### config.mk
export PLATFORM = sky130hd
export DESIGN_NAME = pvp_port
export DESIGN_NICKNAME = d
export VERILOG_FILES = /design/src/pvp_pkg.sv /design/src/pvp_port.sv
export SDC_FILE = /design/constraint.sdc
export NUM_CORES = 1
export LEC_CHECK = 0
export ABC_AREA = 1
export BUFFER_PORTS_ARGS = -buffer_cell sky130_fd_sc_hd__buf_2
export CORE_MARGIN = 5
export CORE_UTILIZATION = 55
export DETAILED_ROUTE_END_ITERATION = 6
export PLACE_DENSITY = 0.82
export SKIP_CTS_REPAIR_TIMING = 1
export SYNTH_ARGS = -nofsm -noshare
export SYNTH_HDL_FRONTEND = slang
export SYNTH_SLANG_ARGS = --single-unit
### constraint.sdc
create_clock -name clk_i -period 13.9 [get_ports clk_i]
set_clock_uncertainty 0.05 [all_clocks]
set_input_delay 2.085 -clock clk_i [delete_from_list [all_inputs] [get_ports clk_i]]
set_output_delay 2.085 -clock clk_i [all_outputs]
set_load 0.03 [all_outputs]
### src/pvp_pkg.sv
/*
  pvp_pkg: register map, field layout, reset values and types of the
  parallel video data port.
  Assumes a 32-bit AXI4-Lite register bus with a 5-bit byte address.
*/
package pvp_pkg;
  // register byte offsets
  localparam logic [4:0] PVP_OFS_CTRL   = 5'h00;
  localparam logic [4:0] PVP_OFS_DELAY  = 5'h04;
  localparam logic [4:0] PVP_OFS_COUNT  = 5'h08;
  localparam logic [4:0] PVP_OFS_LLEN   = 5'h0C;
  localparam logic [4:0] PVP_OFS_FLINES = 5'h10;
  localparam logic [4:0] PVP_OFS_STAT   = 5'h14;
  localparam logic [4:0] PVP_OFS_RXD    = 5'h18;
  localparam logic [4:0] PVP_OFS_TXD    = 5'h1C;
  // status bit positions
  localparam int PVP_ST_RXV  = 0;
  localparam int PVP_ST_TXF  = 1;
  localparam int PVP_ST_OVF  = 2;
  localparam int PVP_ST_UNF  = 3;
  localparam int PVP_ST_BUSY = 4;
  localparam int PVP_ST_SYNC = 5;
  localparam int PVP_ST_FLD  = 6;
  localparam int PVP_ST_VBL  = 7;
  // reset values
  localparam logic [8:0]  PVP_CTRL_RST   = 9'h000;
  localparam logic [15:0] PVP_DELAY_RST  = 16'h0000;
  localparam logic [15:0] PVP_COUNT_RST  = 16'h0000;
  localparam logic [15:0] PVP_LLEN_RST   = 16'h0010;
  localparam logic [15:0] PVP_FLINES_RST = 16'h0008;
  // bus answers
  localparam logic [1:0]  PVP_RESP_OK  = 2'h0;
  localparam logic [1:0]  PVP_RESP_ERR = 2'h2;
  // video preamble bytes and flag positions of the fourth preamble byte
  localparam logic [7:0]  PVP_PRE_ONES = 8'hFF;
  localparam logic [7:0]  PVP_PRE_ZERO = 8'h00;
  localparam int PVP_XY_F = 6;
  localparam int PVP_XY_V = 5;
  localparam int PVP_XY_H = 4;
  // operating modes: bit 2 selects the video-stream family
  typedef enum logic [2:0] {
    PVP_M_INPUT  = 3'h0,
    PVP_M_FCAP   = 3'h1,
    PVP_M_OUTPUT = 3'h2,
    PVP_M_ACTIVE = 3'h4,
    PVP_M_VBI    = 3'h5,
    PVP_M_FIELD  = 3'h6
  } pvp_mode_e;
  // general-purpose sequencer: idle 00, delay 01, transfer 11
  typedef enum logic [1:0] {
    PVP_IDLE = 2'b00,
    PVP_DLY  = 2'b01,
    PVP_XFER = 2'b11
  } pvp_state_e;
  // control register layout, bit 0 upward: en, mode, wsel, nfs
  typedef struct packed {
    logic [1:0] nfs;
    logic [2:0] wsel;
    pvp_mode_e  mode;
    logic       en;
  } pvp_ctrl_s;
  // one word in the video preamble pipeline
  typedef struct packed {
    logic        ctl;
    logic        pass;
    logic [15:0] w;
  } pvp_vword_s;
endpackage

### src/pvp_port.sv
/*
  pvp_port: parallel video data port with AXI4-Lite registers.
  Assumes the port clock pin runs well below clk_i (at most half the
  system rate) and that the port clock, sync and data pins are asynchronous to clk_i.
*/
// The implementer's own choices: the AXI4-Lite register port and the placing of the registers.
// How it works
// RULE_01 - one clock, three syncs, sixteen data pins
// RULE_02 - peer keeps data rate under half system
// RULE_03 - each sync line drives or samples
// RULE_04 - general modes: half-duplex, up to sixteen bits
// RULE_05 - video modes: half-duplex, eight or ten bits
// RULE_06 - decode embedded line and field preambles
// RULE_07 - submode sets sync and data directions
// RULE_08 - input mode: first sync starts reading
// RULE_09 - wait programmed port clocks after sync
// RULE_10 - read exactly the programmed sample count
// RULE_11 - word width eight or ten to sixteen
// RULE_12 - capture: sync one horizontal, two vertical
// RULE_13 - output: one to three generated syncs
// RULE_14 - active mode drops blanking samples
// RULE_15 - active mode drops control byte sequences
// RULE_16 - after field one, wait for active start
// RULE_17 - active mode counts active lines per frame
// RULE_18 - blanking mode passes vertical blanking only
// RULE_19 - entire mode passes every word
// RULE_20 - entire mode starts right after field sync
// RULE_21 - words handed on in arrival order
// RULE_22 - crossing neither loses nor duplicates words
`timescale 1ns/1ps
`default_nettype none
module pvp_port
  import pvp_pkg::*;
(
  // clock and reset
  input  wire logic        clk_i,
  input  wire logic        rst_n_i,
  // axi4-lite write channels
  input  wire logic [4:0]  s_axi_awaddr_i,
  input  wire logic        s_axi_awvalid_i,
  output var  logic        s_axi_awready_o,
  input  wire logic [31:0] s_axi_wdata_i,
  input  wire logic [3:0]  s_axi_wstrb_i,
  input  wire logic        s_axi_wvalid_i,
  output var  logic        s_axi_wready_o,
  output var  logic [1:0]  s_axi_bresp_o,
  output var  logic        s_axi_bvalid_o,
  input  wire logic        s_axi_bready_i,
  // axi4-lite read channels
  input  wire logic [4:0]  s_axi_araddr_i,
  input  wire logic        s_axi_arvalid_i,
  output var  logic        s_axi_arready_o,
  output var  logic [31:0] s_axi_rdata_o,
  output var  logic [1:0]  s_axi_rresp_o,
  output var  logic        s_axi_rvalid_o,
  input  wire logic        s_axi_rready_i,
  // port pins, sync index 0 is frame_sync_one
  input  wire logic        port_clock_i,
  input  wire logic [2:0]  frame_sync_i,
  output var  logic [2:0]  frame_sync_o,
  output var  logic [2:0]  frame_sync_oe_o,
  input  wire logic [15:0] pdata_i,
  output var  logic [15:0] pdata_o,
  output var  logic        pdata_oe_o
);
  // mask of the selected word width
  function automatic logic [15:0] wmask(input logic [2:0] ws);
    logic [4:0] w;
    w = (ws == 3'h0) ? 5'h08 : 5'(ws + 5'h09);
    return 16'((17'h00001 << w) - 17'h00001);
  endfunction
  // video byte: low eight bits, or the top eight of ten
  function automatic logic [7:0] vbyte(input logic [15:0] d, input logic [2:0] ws);
    return (ws == 3'h0) ? d[7:0] : d[9:2];
  endfunction
  // byte-lane merge for register writes
  function automatic logic [31:0] merge(input logic [31:0] o, input logic [31:0] n,
                                        input logic [3:0] s);
    for (int i = 0; i < 4; i++) merge[8*i +: 8] = s[i] ? n[8*i +: 8] : o[8*i +: 8];
  endfunction

  // reset release through two flops
  logic [1:0] rst_sync_r;
  logic       rst_n;
  always_ff @(posedge clk_i or negedge rst_n_i) begin
    if (!rst_n_i) rst_sync_r <= 2'b00;
    else          rst_sync_r <= {rst_sync_r[0], 1'b1};
  end
  assign rst_n = rst_sync_r[1];

  // RULE_01 pin synchronisers
  // data passes the same two stages as the clock, so edge and word stay aligned
  logic [19:0] pin_s1_r;
  logic [19:0] pin_s2_r;
  logic        pclk_d_r;
  always_ff @(posedge clk_i or negedge rst_n) begin
    if (!rst_n) begin
      pin_s1_r <= 20'h00000;
      pin_s2_r <= 20'h00000;
      pclk_d_r <= 1'b0;
    end else begin
      pin_s1_r <= {port_clock_i, frame_sync_i, pdata_i};
      pin_s2_r <= pin_s1_r;
      pclk_d_r <= pin_s2_r[19];
    end
  end
  // RULE_02 edge finding
  // only sound while each port clock phase spans at least one system clock
  wire        prise = pin_s2_r[19] & ~pclk_d_r;
  wire        pfall = ~pin_s2_r[19] & pclk_d_r;
  wire [2:0]  fs_in = pin_s2_r[18:16];
  wire [15:0] din   = pin_s2_r[15:0];

  // registers
  pvp_ctrl_s   ctrl_r;
  logic [15:0] delay_r, count_r, llen_r, flines_r, rxd_r, txd_r;
  logic        rxv_r, txf_r, ovf_r, unf_r;

  // mode decode
  wire        gp_in    = ctrl_r.en & (ctrl_r.mode == PVP_M_INPUT);
  wire        gp_cap   = ctrl_r.en & (ctrl_r.mode == PVP_M_FCAP);
  wire        gp_out   = ctrl_r.en & (ctrl_r.mode == PVP_M_OUTPUT);
  wire        vid      = ctrl_r.en & ctrl_r.mode[2];
  wire        drive_fs = gp_cap | gp_out;
  wire        gp       = gp_in | drive_fs;
  wire        tick     = gp_out ? pfall : prise;
  // RULE_11 width select
  wire [15:0] wmsk     = wmask(ctrl_r.wsel);

  // sync generator, advanced on falling port clock edges
  logic [15:0] col_r, row_r;
  wire col_end = (col_r >= llen_r - 16'h0001);
  wire row_end = (row_r >= flines_r - 16'h0001);
  always_ff @(posedge clk_i or negedge rst_n) begin
    if (!rst_n) begin
      col_r <= 16'h0000;
      row_r <= 16'h0000;
    end else if (!drive_fs) begin
      col_r <= 16'h0000;
      row_r <= 16'h0000;
    end else if (pfall) begin
      col_r <= col_end ? 16'h0000 : col_r + 16'h0001;
      if (col_end) row_r <= row_end ? 16'h0000 : row_r + 16'h0001;
    end
  end

  // RULE_13 output sync count, zero behaves as one
  wire [2:0] fs_nmask = (ctrl_r.nfs == 2'h3) ? 3'h7 : (ctrl_r.nfs == 2'h2) ? 3'h3 : 3'h1;
  // RULE_03 per-line direction
  wire [2:0] fs_drv   = gp_cap ? 3'h3 : (gp_out ? fs_nmask : 3'h0);
  // RULE_12 one: line pulse, two: frame pulse, three: first-line level
  wire [2:0] fs_gen   = {row_r == 16'h0000, (row_r == 16'h0000) && (col_r == 16'h0000),
                         col_r == 16'h0000};
  // RULE_07 pin directions follow the submode
  // RULE_04 data drives only in output mode, so the port is half-duplex
  always_ff @(posedge clk_i or negedge rst_n) begin
    if (!rst_n) begin
      frame_sync_o    <= 3'h0;
      frame_sync_oe_o <= 3'h0;
      pdata_oe_o      <= 1'b0;
    end else begin
      frame_sync_o    <= fs_gen & fs_drv;
      frame_sync_oe_o <= fs_drv;
      pdata_oe_o      <= gp_out;
    end
  end

  // RULE_08 input mode starts on the rising edge of the external sync, driven modes at column zero
  logic fs1_prev_r;
  always_ff @(posedge clk_i or negedge rst_n) begin
    if (!rst_n)     fs1_prev_r <= 1'b0;
    else if (prise) fs1_prev_r <= fs_in[0];
  end
  wire start_ev = gp_in ? (prise & fs_in[0] & ~fs1_prev_r)
                        : (drive_fs & tick & (col_r == 16'h0000));

  // general-purpose sequencer
  pvp_state_e  st_r;
  logic [15:0] dcnt_r, left_r;
  always_ff @(posedge clk_i or negedge rst_n) begin
    if (!rst_n) begin
      st_r   <= PVP_IDLE;
      dcnt_r <= 16'h0000;
      left_r <= 16'h0000;
    end else if (!gp) begin
      st_r   <= PVP_IDLE;
    end else if (tick) begin
      case (st_r)
        PVP_IDLE: begin
          if (start_ev) begin
            dcnt_r <= delay_r;
            left_r <= count_r;
            // RULE_09 delay before the first word
            if (count_r == 16'h0000)      st_r <= PVP_IDLE;
            else if (delay_r == 16'h0000) st_r <= PVP_XFER;
            else                          st_r <= PVP_DLY;
          end
        end
        PVP_DLY: begin
          dcnt_r <= dcnt_r - 16'h0001;
          if (dcnt_r == 16'h0001) st_r <= PVP_XFER;
        end
        PVP_XFER: begin
          // RULE_10 stop after the programmed count
          left_r <= left_r - 16'h0001;
          if (left_r == 16'h0001) st_r <= PVP_IDLE;
        end
        default: st_r <= PVP_IDLE;
      endcase
    end
  end
  wire xfer_tick = gp & (st_r == PVP_XFER) & tick;
  wire gp_push   = xfer_tick & ~gp_out;
  wire tx_take   = xfer_tick & gp_out & txf_r;
  wire tx_unf    = xfer_tick & gp_out & ~txf_r;

  // transmit word, repeats the last word on underrun
  always_ff @(posedge clk_i or negedge rst_n) begin
    if (!rst_n)       pdata_o <= 16'h0000;
    else if (tx_take) pdata_o <= txd_r & wmsk;
  end

  // video preamble decode
  pvp_vword_s  pipe_r [4];
  logic        vf_r, vv_r, vh_r, vsync_r;
  logic [15:0] vlines_r;
  wire       vshift = vid & prise;
  wire [7:0] nb     = vbyte(din, ctrl_r.wsel);
  // RULE_05 preamble seen on eight-bit or top-of-ten bytes
  // RULE_06 three preamble bytes ahead of the flag byte
  wire is_xy  = (vbyte(pipe_r[0].w, ctrl_r.wsel) == PVP_PRE_ZERO)
              & (vbyte(pipe_r[1].w, ctrl_r.wsel) == PVP_PRE_ZERO)
              & (vbyte(pipe_r[2].w, ctrl_r.wsel) == PVP_PRE_ONES);
  wire fld1   = is_xy & vf_r & ~nb[PVP_XY_F];
  // RULE_20 entire mode passes from the field-one flag byte on
  wire sync_now = vsync_r | fld1;
  // RULE_14 active words only outside both blanking intervals
  // RULE_16 horizontal blanking flag starts set, so the first sav releases
  // RULE_18 blanking mode keeps only vertical blanking words
  wire pass_new = (ctrl_r.mode == PVP_M_FIELD) ? sync_now
                : (ctrl_r.mode == PVP_M_VBI)   ? (vsync_r & vv_r)
                : (vsync_r & ~vv_r & ~vh_r & (vlines_r != 16'h0000));
  always_ff @(posedge clk_i or negedge rst_n) begin
    if (!rst_n) begin
      pipe_r[0] <= '0;
    end else if (!vid) begin
      pipe_r[0] <= '0;
    end else if (vshift) begin
      pipe_r[0] <= '{ctl: is_xy, pass: pass_new, w: din & wmsk};
    end
  end
  // each older stage is marked as control when the flag byte arrives
  for (genvar g = 1; g < 4; g++) begin : g_pipe
    always_ff @(posedge clk_i or negedge rst_n) begin
      if (!rst_n) begin
        pipe_r[g] <= '0;
      end else if (!vid) begin
        pipe_r[g] <= '0;
      end else if (vshift) begin
        pipe_r[g]     <= pipe_r[g-1];
        pipe_r[g].ctl <= pipe_r[g-1].ctl | is_xy;
      end
    end
  end
  // flag tracking and active line count
  always_ff @(posedge clk_i or negedge rst_n) begin
    if (!rst_n) begin
      vf_r     <= 1'b1;
      vv_r     <= 1'b1;
      vh_r     <= 1'b1;
      vsync_r  <= 1'b0;
      vlines_r <= 16'h0000;
    end else if (!vid) begin
      vf_r     <= 1'b1;
      vv_r     <= 1'b1;
      vh_r     <= 1'b1;
      vsync_r  <= 1'b0;
    end else if (vshift & is_xy) begin
      vf_r <= nb[PVP_XY_F];
      vv_r <= nb[PVP_XY_V];
      vh_r <= nb[PVP_XY_H];
      // RULE_17 line budget reloads at field one, drops at each active eav
      if (fld1) begin
        vsync_r  <= 1'b1;
        vlines_r <= count_r;
      end else if (nb[PVP_XY_H] & ~vh_r & ~vv_r & (vlines_r != 16'h0000)) begin
        vlines_r <= vlines_r - 16'h0001;
      end
    end
  end
  // RULE_15 control bytes dropped except in entire mode
  // RULE_19 entire mode passes control bytes too
  wire vid_push = vshift & pipe_r[3].pass & (~pipe_r[3].ctl | (ctrl_r.mode == PVP_M_FIELD));

  // RULE_21 single holding word keeps arrival order
  // RULE_22 one edge gives one push; an unread word raises overflow
  wire        rx_push = gp_push | vid_push;
  wire [15:0] rx_word = vid ? pipe_r[3].w : (din & wmsk);

  // axi4-lite slave: one write and one read at a time
  logic        aw_got_r, w_got_r;
  logic [4:0]  awaddr_r;
  logic [31:0] wdata_r;
  logic [3:0]  wstrb_r;
  wire         wr_en  = aw_got_r & w_got_r & ~s_axi_bvalid_o;
  wire         wr_hit = (awaddr_r[1:0] == 2'b00);
  wire         ar_hs  = s_axi_arvalid_i & s_axi_arready_o;
  wire         rd_rx  = ar_hs & (s_axi_araddr_i == PVP_OFS_RXD);
  always_ff @(posedge clk_i or negedge rst_n) begin
    if (!rst_n) begin
      s_axi_awready_o <= 1'b1;
      s_axi_wready_o  <= 1'b1;
      s_axi_bvalid_o  <= 1'b0;
      s_axi_bresp_o   <= PVP_RESP_OK;
      aw_got_r        <= 1'b0;
      w_got_r         <= 1'b0;
      awaddr_r        <= 5'h00;
      wdata_r         <= 32'h00000000;
      wstrb_r         <= 4'h0;
    end else begin
      if (s_axi_awvalid_i & s_axi_awready_o) begin
        aw_got_r        <= 1'b1;
        awaddr_r        <= s_axi_awaddr_i;
        s_axi_awready_o <= 1'b0;
      end
      if (s_axi_wvalid_i & s_axi_wready_o) begin
        w_got_r        <= 1'b1;
        wdata_r        <= s_axi_wdata_i;
        wstrb_r        <= s_axi_wstrb_i;
        s_axi_wready_o <= 1'b0;
      end
      if (wr_en) begin
        aw_got_r       <= 1'b0;
        w_got_r        <= 1'b0;
        s_axi_bvalid_o <= 1'b1;
        s_axi_bresp_o  <= (wr_hit && awaddr_r != PVP_OFS_RXD) ? PVP_RESP_OK : PVP_RESP_ERR;
      end
      if (s_axi_bvalid_o & s_axi_bready_i) begin
        s_axi_bvalid_o  <= 1'b0;
        s_axi_awready_o <= 1'b1;
        s_axi_wready_o  <= 1'b1;
      end
    end
  end

  // register writes; hardware sets win over software clears
  wire [31:0] wv  = merge(32'h00000000, wdata_r, wstrb_r);
  wire        w1c = wr_en & (awaddr_r == PVP_OFS_STAT) & wstrb_r[0];
  always_ff @(posedge clk_i or negedge rst_n) begin
    if (!rst_n) begin
      ctrl_r   <= pvp_ctrl_s'(PVP_CTRL_RST);
      delay_r  <= PVP_DELAY_RST;
      count_r  <= PVP_COUNT_RST;
      llen_r   <= PVP_LLEN_RST;
      flines_r <= PVP_FLINES_RST;
      txd_r    <= 16'h0000;
    end else if (wr_en) begin
      case (awaddr_r)
        PVP_OFS_CTRL:   ctrl_r   <= pvp_ctrl_s'(9'(merge({23'h0, ctrl_r}, wdata_r, wstrb_r)));
        PVP_OFS_DELAY:  delay_r  <= 16'(merge({16'h0, delay_r}, wdata_r, wstrb_r));
        PVP_OFS_COUNT:  count_r  <= 16'(merge({16'h0, count_r}, wdata_r, wstrb_r));
        PVP_OFS_LLEN:   llen_r   <= 16'(merge({16'h0, llen_r}, wdata_r, wstrb_r));
        PVP_OFS_FLINES: flines_r <= 16'(merge({16'h0, flines_r}, wdata_r, wstrb_r));
        PVP_OFS_TXD:    txd_r    <= 16'(merge({16'h0, txd_r}, wdata_r, wstrb_r));
        default: ;
      endcase
    end
  end
  // holding words and sticky flags
  always_ff @(posedge clk_i or negedge rst_n) begin
    if (!rst_n) begin
      rxd_r <= 16'h0000;
      rxv_r <= 1'b0;
      txf_r <= 1'b0;
      ovf_r <= 1'b0;
      unf_r <= 1'b0;
    end else begin
      if (rx_push) rxd_r <= rx_word;
      if (rx_push)    rxv_r <= 1'b1;
      else if (rd_rx) rxv_r <= 1'b0;
      if (wr_en & (awaddr_r == PVP_OFS_TXD)) txf_r <= 1'b1;
      else if (tx_take)                      txf_r <= 1'b0;
      if (rx_push & rxv_r & ~rd_rx) ovf_r <= 1'b1;
      else if (w1c & wv[PVP_ST_OVF]) ovf_r <= 1'b0;
      if (tx_unf)                    unf_r <= 1'b1;
      else if (w1c & wv[PVP_ST_UNF]) unf_r <= 1'b0;
    end
  end

  // status word
  logic [31:0] stat;
  always_comb begin
    stat              = 32'h00000000;
    stat[PVP_ST_RXV]  = rxv_r;
    stat[PVP_ST_TXF]  = txf_r;
    stat[PVP_ST_OVF]  = ovf_r;
    stat[PVP_ST_UNF]  = unf_r;
    stat[PVP_ST_BUSY] = (st_r != PVP_IDLE);
    stat[PVP_ST_SYNC] = vsync_r;
    stat[PVP_ST_FLD]  = vf_r;
    stat[PVP_ST_VBL]  = vv_r;
  end
  // read decode
  logic [31:0] rd_mux;
  logic        rd_ok;
  always_comb begin
    rd_ok = 1'b1;
    case (s_axi_araddr_i)
      PVP_OFS_CTRL:   rd_mux = {23'h000000, ctrl_r};
      PVP_OFS_DELAY:  rd_mux = {16'h0000, delay_r};
      PVP_OFS_COUNT:  rd_mux = {16'h0000, count_r};
      PVP_OFS_LLEN:   rd_mux = {16'h0000, llen_r};
      PVP_OFS_FLINES: rd_mux = {16'h0000, flines_r};
      PVP_OFS_STAT:   rd_mux = stat;
      PVP_OFS_RXD:    rd_mux = {16'h0000, rxd_r};
      PVP_OFS_TXD:    rd_mux = {16'h0000, txd_r};
      default: begin
        rd_mux = 32'h00000000;
        rd_ok  = 1'b0;
      end
    endcase
  end
  always_ff @(posedge clk_i or negedge rst_n) begin
    if (!rst_n) begin
      s_axi_arready_o <= 1'b1;
      s_axi_rvalid_o  <= 1'b0;
      s_axi_rdata_o   <= 32'h00000000;
      s_axi_rresp_o   <= PVP_RESP_OK;
    end else if (ar_hs) begin
      s_axi_arready_o <= 1'b0;
      s_axi_rvalid_o  <= 1'b1;
      s_axi_rdata_o   <= rd_mux;
      s_axi_rresp_o   <= rd_ok ? PVP_RESP_OK : PVP_RESP_ERR;
    end else if (s_axi_rvalid_o & s_axi_rready_i) begin
      s_axi_rvalid_o  <= 1'b0;
      s_axi_arready_o <= 1'b1;
    end
  end

  // checks
  property p_fs_dir;
    @(posedge clk_i) disable iff (!rst_n) frame_sync_oe_o[2] |-> $past(gp_out && ctrl_r.nfs == 2'h3);
  endproperty
  a_fs_dir: assert property (p_fs_dir) else $error("sync three driven without three syncs"); // RULE_03
  property p_half_duplex;
    @(posedge clk_i) disable iff (!rst_n) pdata_oe_o |-> $past(gp_out) && !$past(vid);
  endproperty
  a_half_duplex: assert property (p_half_duplex) else $error("data driven outside output mode"); // RULE_04
  property p_start;
    @(posedge clk_i) disable iff (!rst_n) (gp_in && st_r == PVP_IDLE && !start_ev) |=> st_r == PVP_IDLE;
  endproperty
  a_start: assert property (p_start) else $error("input read began without frame sync"); // RULE_08
  property p_delay;
    @(posedge clk_i) disable iff (!rst_n)
      (gp && st_r == PVP_IDLE && start_ev && delay_r != 16'h0000 && count_r != 16'h0000) |=> st_r == PVP_DLY;
  endproperty
  a_delay: assert property (p_delay) else $error("delay skipped"); // RULE_09
  property p_count;
    @(posedge clk_i) disable iff (!rst_n)
      (xfer_tick && left_r != 16'h0001) |=> st_r == PVP_XFER && left_r == $past(left_r) - 16'h0001;
  endproperty
  a_count: assert property (p_count) else $error("sample count wrong"); // RULE_10
  property p_width;
    @(posedge clk_i) disable iff (!rst_n) rx_push |=> (rxd_r & ~$past(wmsk)) == 16'h0000;
  endproperty
  a_width: assert property (p_width) else $error("bits above word width"); // RULE_11
  property p_filter;
    @(posedge clk_i) disable iff (!rst_n) (vid_push && ctrl_r.mode != PVP_M_FIELD) |-> !pipe_r[3].ctl;
  endproperty
  a_filter: assert property (p_filter) else $error("control byte passed on"); // RULE_15
  property p_vbi;
    @(posedge clk_i) disable iff (!rst_n) (vshift && ctrl_r.mode == PVP_M_VBI && !vv_r) |=> !pipe_r[0].pass;
  endproperty
  a_vbi: assert property (p_vbi) else $error("non-blanking word kept"); // RULE_18
  property p_field;
    @(posedge clk_i) disable iff (!rst_n) (vshift && ctrl_r.mode == PVP_M_FIELD && pipe_r[3].pass) |-> rx_push;
  endproperty
  a_field: assert property (p_field) else $error("entire-field word dropped"); // RULE_19
  property p_ovf;
    @(posedge clk_i) disable iff (!rst_n) (rx_push && rxv_r && !rd_rx) |=> ovf_r && rxv_r;
  endproperty
  a_ovf: assert property (p_ovf) else $error("lost word not flagged"); // RULE_22
endmodule
`default_nettype wire

==> summary.md <==
| Metric | Value |
|---|---|
| Total grt overflow | 0 |
| Routability cong. | 0.993 |
| Post-synth ARST share | 100% |
| Total core area | ~35000 um^2 |
| Worst slack, placed | just under 10 ns |
| Tmin final | around 4.1 ns |
| Multi-input combinational cell area | about 8000 um^2 |
| Post-synthesis compound-gate area fraction | roughly 13% |
| Initial DRC count | 1526 |
| Initial antenna violation count | 0 |
| Synthesized area | roughly 19000 um^2 |
| Multiplexer share of the synthesized area | less than 1% |
| Initial Utilization | around 56% |
| Clk sinks | 378 |
| Critical-path cell list | inv_1, ha_1, nand4_1, nor3_1, nand3_1, nor3_1, xor2_1, inv_1, ha_1, nand2_1, nor3_1, nand3_1, nand4_1, nand2_1, inv_2, nand3b_1, nand2_1 |
| Via/cell ratio | 5.68 |
| Final Cycle Share | about 30% |
| CTS tree | built |
| Vias after detailed routing | approximately 17000 |
| Die area | just under 40000 um^2 |
| Vias in the first global route | around 17000 |
| Pwr per Cell Area | roughly 160 nW/um^2 |
| Critical path required time | between 10 and 15 ns |
| Clock tree buffer depth | 3 |
| Final worst-path setup slack | 9.78 ns |
| Worst path arrival time | about 4.6 ns |
| Status | finished, final reports clean |
| Number of placement rows | between 60 and 70 |
| Drt pass-1 iters | 6 |
| VDD IR-drop max | roughly 0.12 mV |
| Final hold violation count | 0 |
| Leak | ~11 nW |
| Synth area leaders | dfrtp_1 (48%), nand2_1 (11%), inv_1 (6.0%) |
| Die width | around 200 um |
| Max-cap violations | 0 |
| IO Pins | roughly 140 |
| Worst Hold Class | reg2reg |
| Fmax | approximately 240 MHz |
| Synth warnings | 0 |
| Final #Nets | 2583 |
| Antenna diodes | 0 |
| Yosys top cell area share | 48.0% |
| Yosys reg bits | between 300 and 400 |
| Synthesized area per cell | a little over 8 um^2 |
| GRT Total Usage | just under 30% |
| Simple-gate share of the synthesized area | 23.4% |
| Setup violations, final | 0 |
| Max Transition Viols Final | 0 |
| Largest area contributor in the netlist | dfrtp_1 |
| Worst-path clk slew | 0.06 ns |
| Synth Instances | 2379 |
| I/O Buffers | 98 |
| Layout cells sized above 1 | around a tenth |
| Fillcell total | slightly below 3000 |
| Synthesis-to-finish area growth | 11.3% |
| First-pass GRT wire length | 90700 um |
| Crit-path max FO | 32 |
| Ys flop type | dfrtp_1 |
| Die height | a little under 200 um |
| Post-synth cell types | 60 |
| Critical Setup Path Class | reg2reg |
| Rel. slew slack | between 20% and 30% |
| Register area share after synthesis | about half |
| Post-Route WL | roughly 57000 um |
| CTS H-tree depth | 2 |
| Leading cell types by count after synthesis | nand2_1 (583), dfrtp_1 (370), inv_1 (308), o21ai_0 (175), nor2_1 (165) |
| Root Buffer | clkbuf_16 |
| Post-DP HPWL | between 40000 and 50000 um |
| Startpoint Class | flop |
| Post-route ant nets | 0 |
| Count leader, synth | nand2_1 |
| Routed WL per cell | 19.2 um |
| Post-route DRC | 0 |
| Synth Area in Adders | around 3% |
| Crit. End Element | flop |
| Area share of xor/xnor cells in the synthesized design | around 2.9% |
| Main combinational cell family by area after synthesis | simple AND/OR/NAND/NOR gates |
| Crit path max-delay cell type | inv_2 |
| Unrepaired setup endpoints after global routing | false |
| Post-route setup TNS | 0 ns |
| Largest net degree at the start of global routing | 164 |
| Num CTS Buffers | 40 |
| Register area | around 9500 um^2 |
| Number of flops mapped to enable cells by yosys | 0 |
| Worst-skew pair later-pin latency | roughly 0.57 ns |
| Worst path max stage delay | 0.56 ns |
| Least-Margin Pin Slew | ~1.2 ns |
metrics by stage:
step | cell area (um^2) | std cells | utilization (%) | hold WS [ns] | power [mW]
2_1_floorplan | 19400 | 2397 | - | 0.281 | 2.00
3_3_place_gp | 20100 | 2876 | 58.0 | 0.283 | 2.30
3_5_place_dp | 20100 | 2876 | 58.0 | 0.285 | 2.33
4_1_cts | 21500 | 2950 | 62.0 | 0.298 | 3.47
5_1_grt | 21500 | 2950 | 62.0 | 0.303 | 3.65
6_report | 21500 | 2950 | 62.0 | 0.297 | 3.48
final timing paths:
| kind | cells after the start | slack (ns) | end | start |
|---|---|---|---|---|
| min in group asynchronous | 0 | 0.31 | pin_s2_r[14]$_DFF_PN0_ | rst_sync_r[1]$_DFF_PN0_ |
| hold reg to reg | 0 | 0.30 | pin_s2_r[6]$_DFF_PN0_ | pin_s1_r[6]$_DFF_PN0_ |
| max in group asynchronous | 2 | 11.03 | left_r[10]$_DFFE_PN0P_ | rst_sync_r[1]$_DFF_PN0_ |
| setup reg to reg | 17 | 9.78 | row_r[14]$_DFFE_PN0P_ | llen_r[0]$_DFFE_PN0P_ |
| setup / recovery | 17 | 9.78 | row_r[14]$_DFFE_PN0P_ | llen_r[0]$_DFFE_PN0P_ |
| hold / removal | 0 | 0.30 | pin_s2_r[6]$_DFF_PN0_ | pin_s1_r[6]$_DFF_PN0_ |
layout make-up:
cell class | count | share of cell area (%)
Timing Repair Buffer | 106 | 2.62
Clock inverter | 26 | 1.44
Clock buffer | 48 | 5.13
Sequential cell | 378 | 44.1
Multi-Input combinational cell | 1604 | 38.2
Inverter | 333 | 5.84
Tap cell | 455 | 2.65
cell families after synthesis:
family / count (synthesis)
other cells: 2
flops: 378
mux: 1
buf+inv: 415
fa+ha+maj: 47
xor+xnor: 64
simple gates: 1041
compound gates: 431
where the power goes:
part	switching [mW]	total (mW)	internal, mW
combinational	0.613	0.869	0.256
sequential	0.211	1.47	1.26
clock	0.470	1.14	0.669
total	1.29	3.48	2.18
layout by cell type (no fill, tap or decap), drive strengths merged, types with 2 or more instances in the layout:
cell type,count
a21oi,58
a221oi,10
a22oi,4
a31oi,4
buf,106
bufinv,5
clkbuf,48
clkinv,19
clkinvlp,4
conb,20
dfrtp,370
dfstp,8
ha,47
inv,331
nand2,603
nand3,137
nand3b,7
nand4,39
nor2,175
nor3,52
nor3b,2
nor4,18
o2111ai,10
o211ai,8
o21a,2
o21ai,250
o221ai,3
o22ai,68
o31ai,8
or2,7
xnor2,11
xor2,53
registers in the layout, indices dropped and copies added (netlist names), 3 cells and up:
signal / cells
flines_r: 16
s_axi_rdata_o: 16
frame_sync_oe_o: 3
row_r: 16
pin_s1_r: 18
txd_r: 16
frame_sync_o: 3
pin_s2_r: 18
count_r: 16
ctrl_r: 9
pipe_r: 72
vlines_r: 16
rxd_r: 16
llen_r: 16
awaddr_r: 5
wdata_r: 16
col_r: 16
dcnt_r: 16
pdata_o: 16
left_r: 16
delay_r: 16
per-layer routing:
metal	global-route usage [%]	vias to the layer above	wire length, um
met2	47.2	679	26300
met5	0	-	0
met1	39.3	8014	23000
met4	13.6	0	3100
met3	5.80	152	4430
li1	-	7922	-
critical path: cells and delay by family, from the launching register on:
family        cells  cell delay, ns
simple gates     11            2.09
buf+inv           3            0.84
fa+ha+maj         2            0.54
flops             1            0.36
xor+xnor          1            0.16
(Power assumes the default switching activity.)
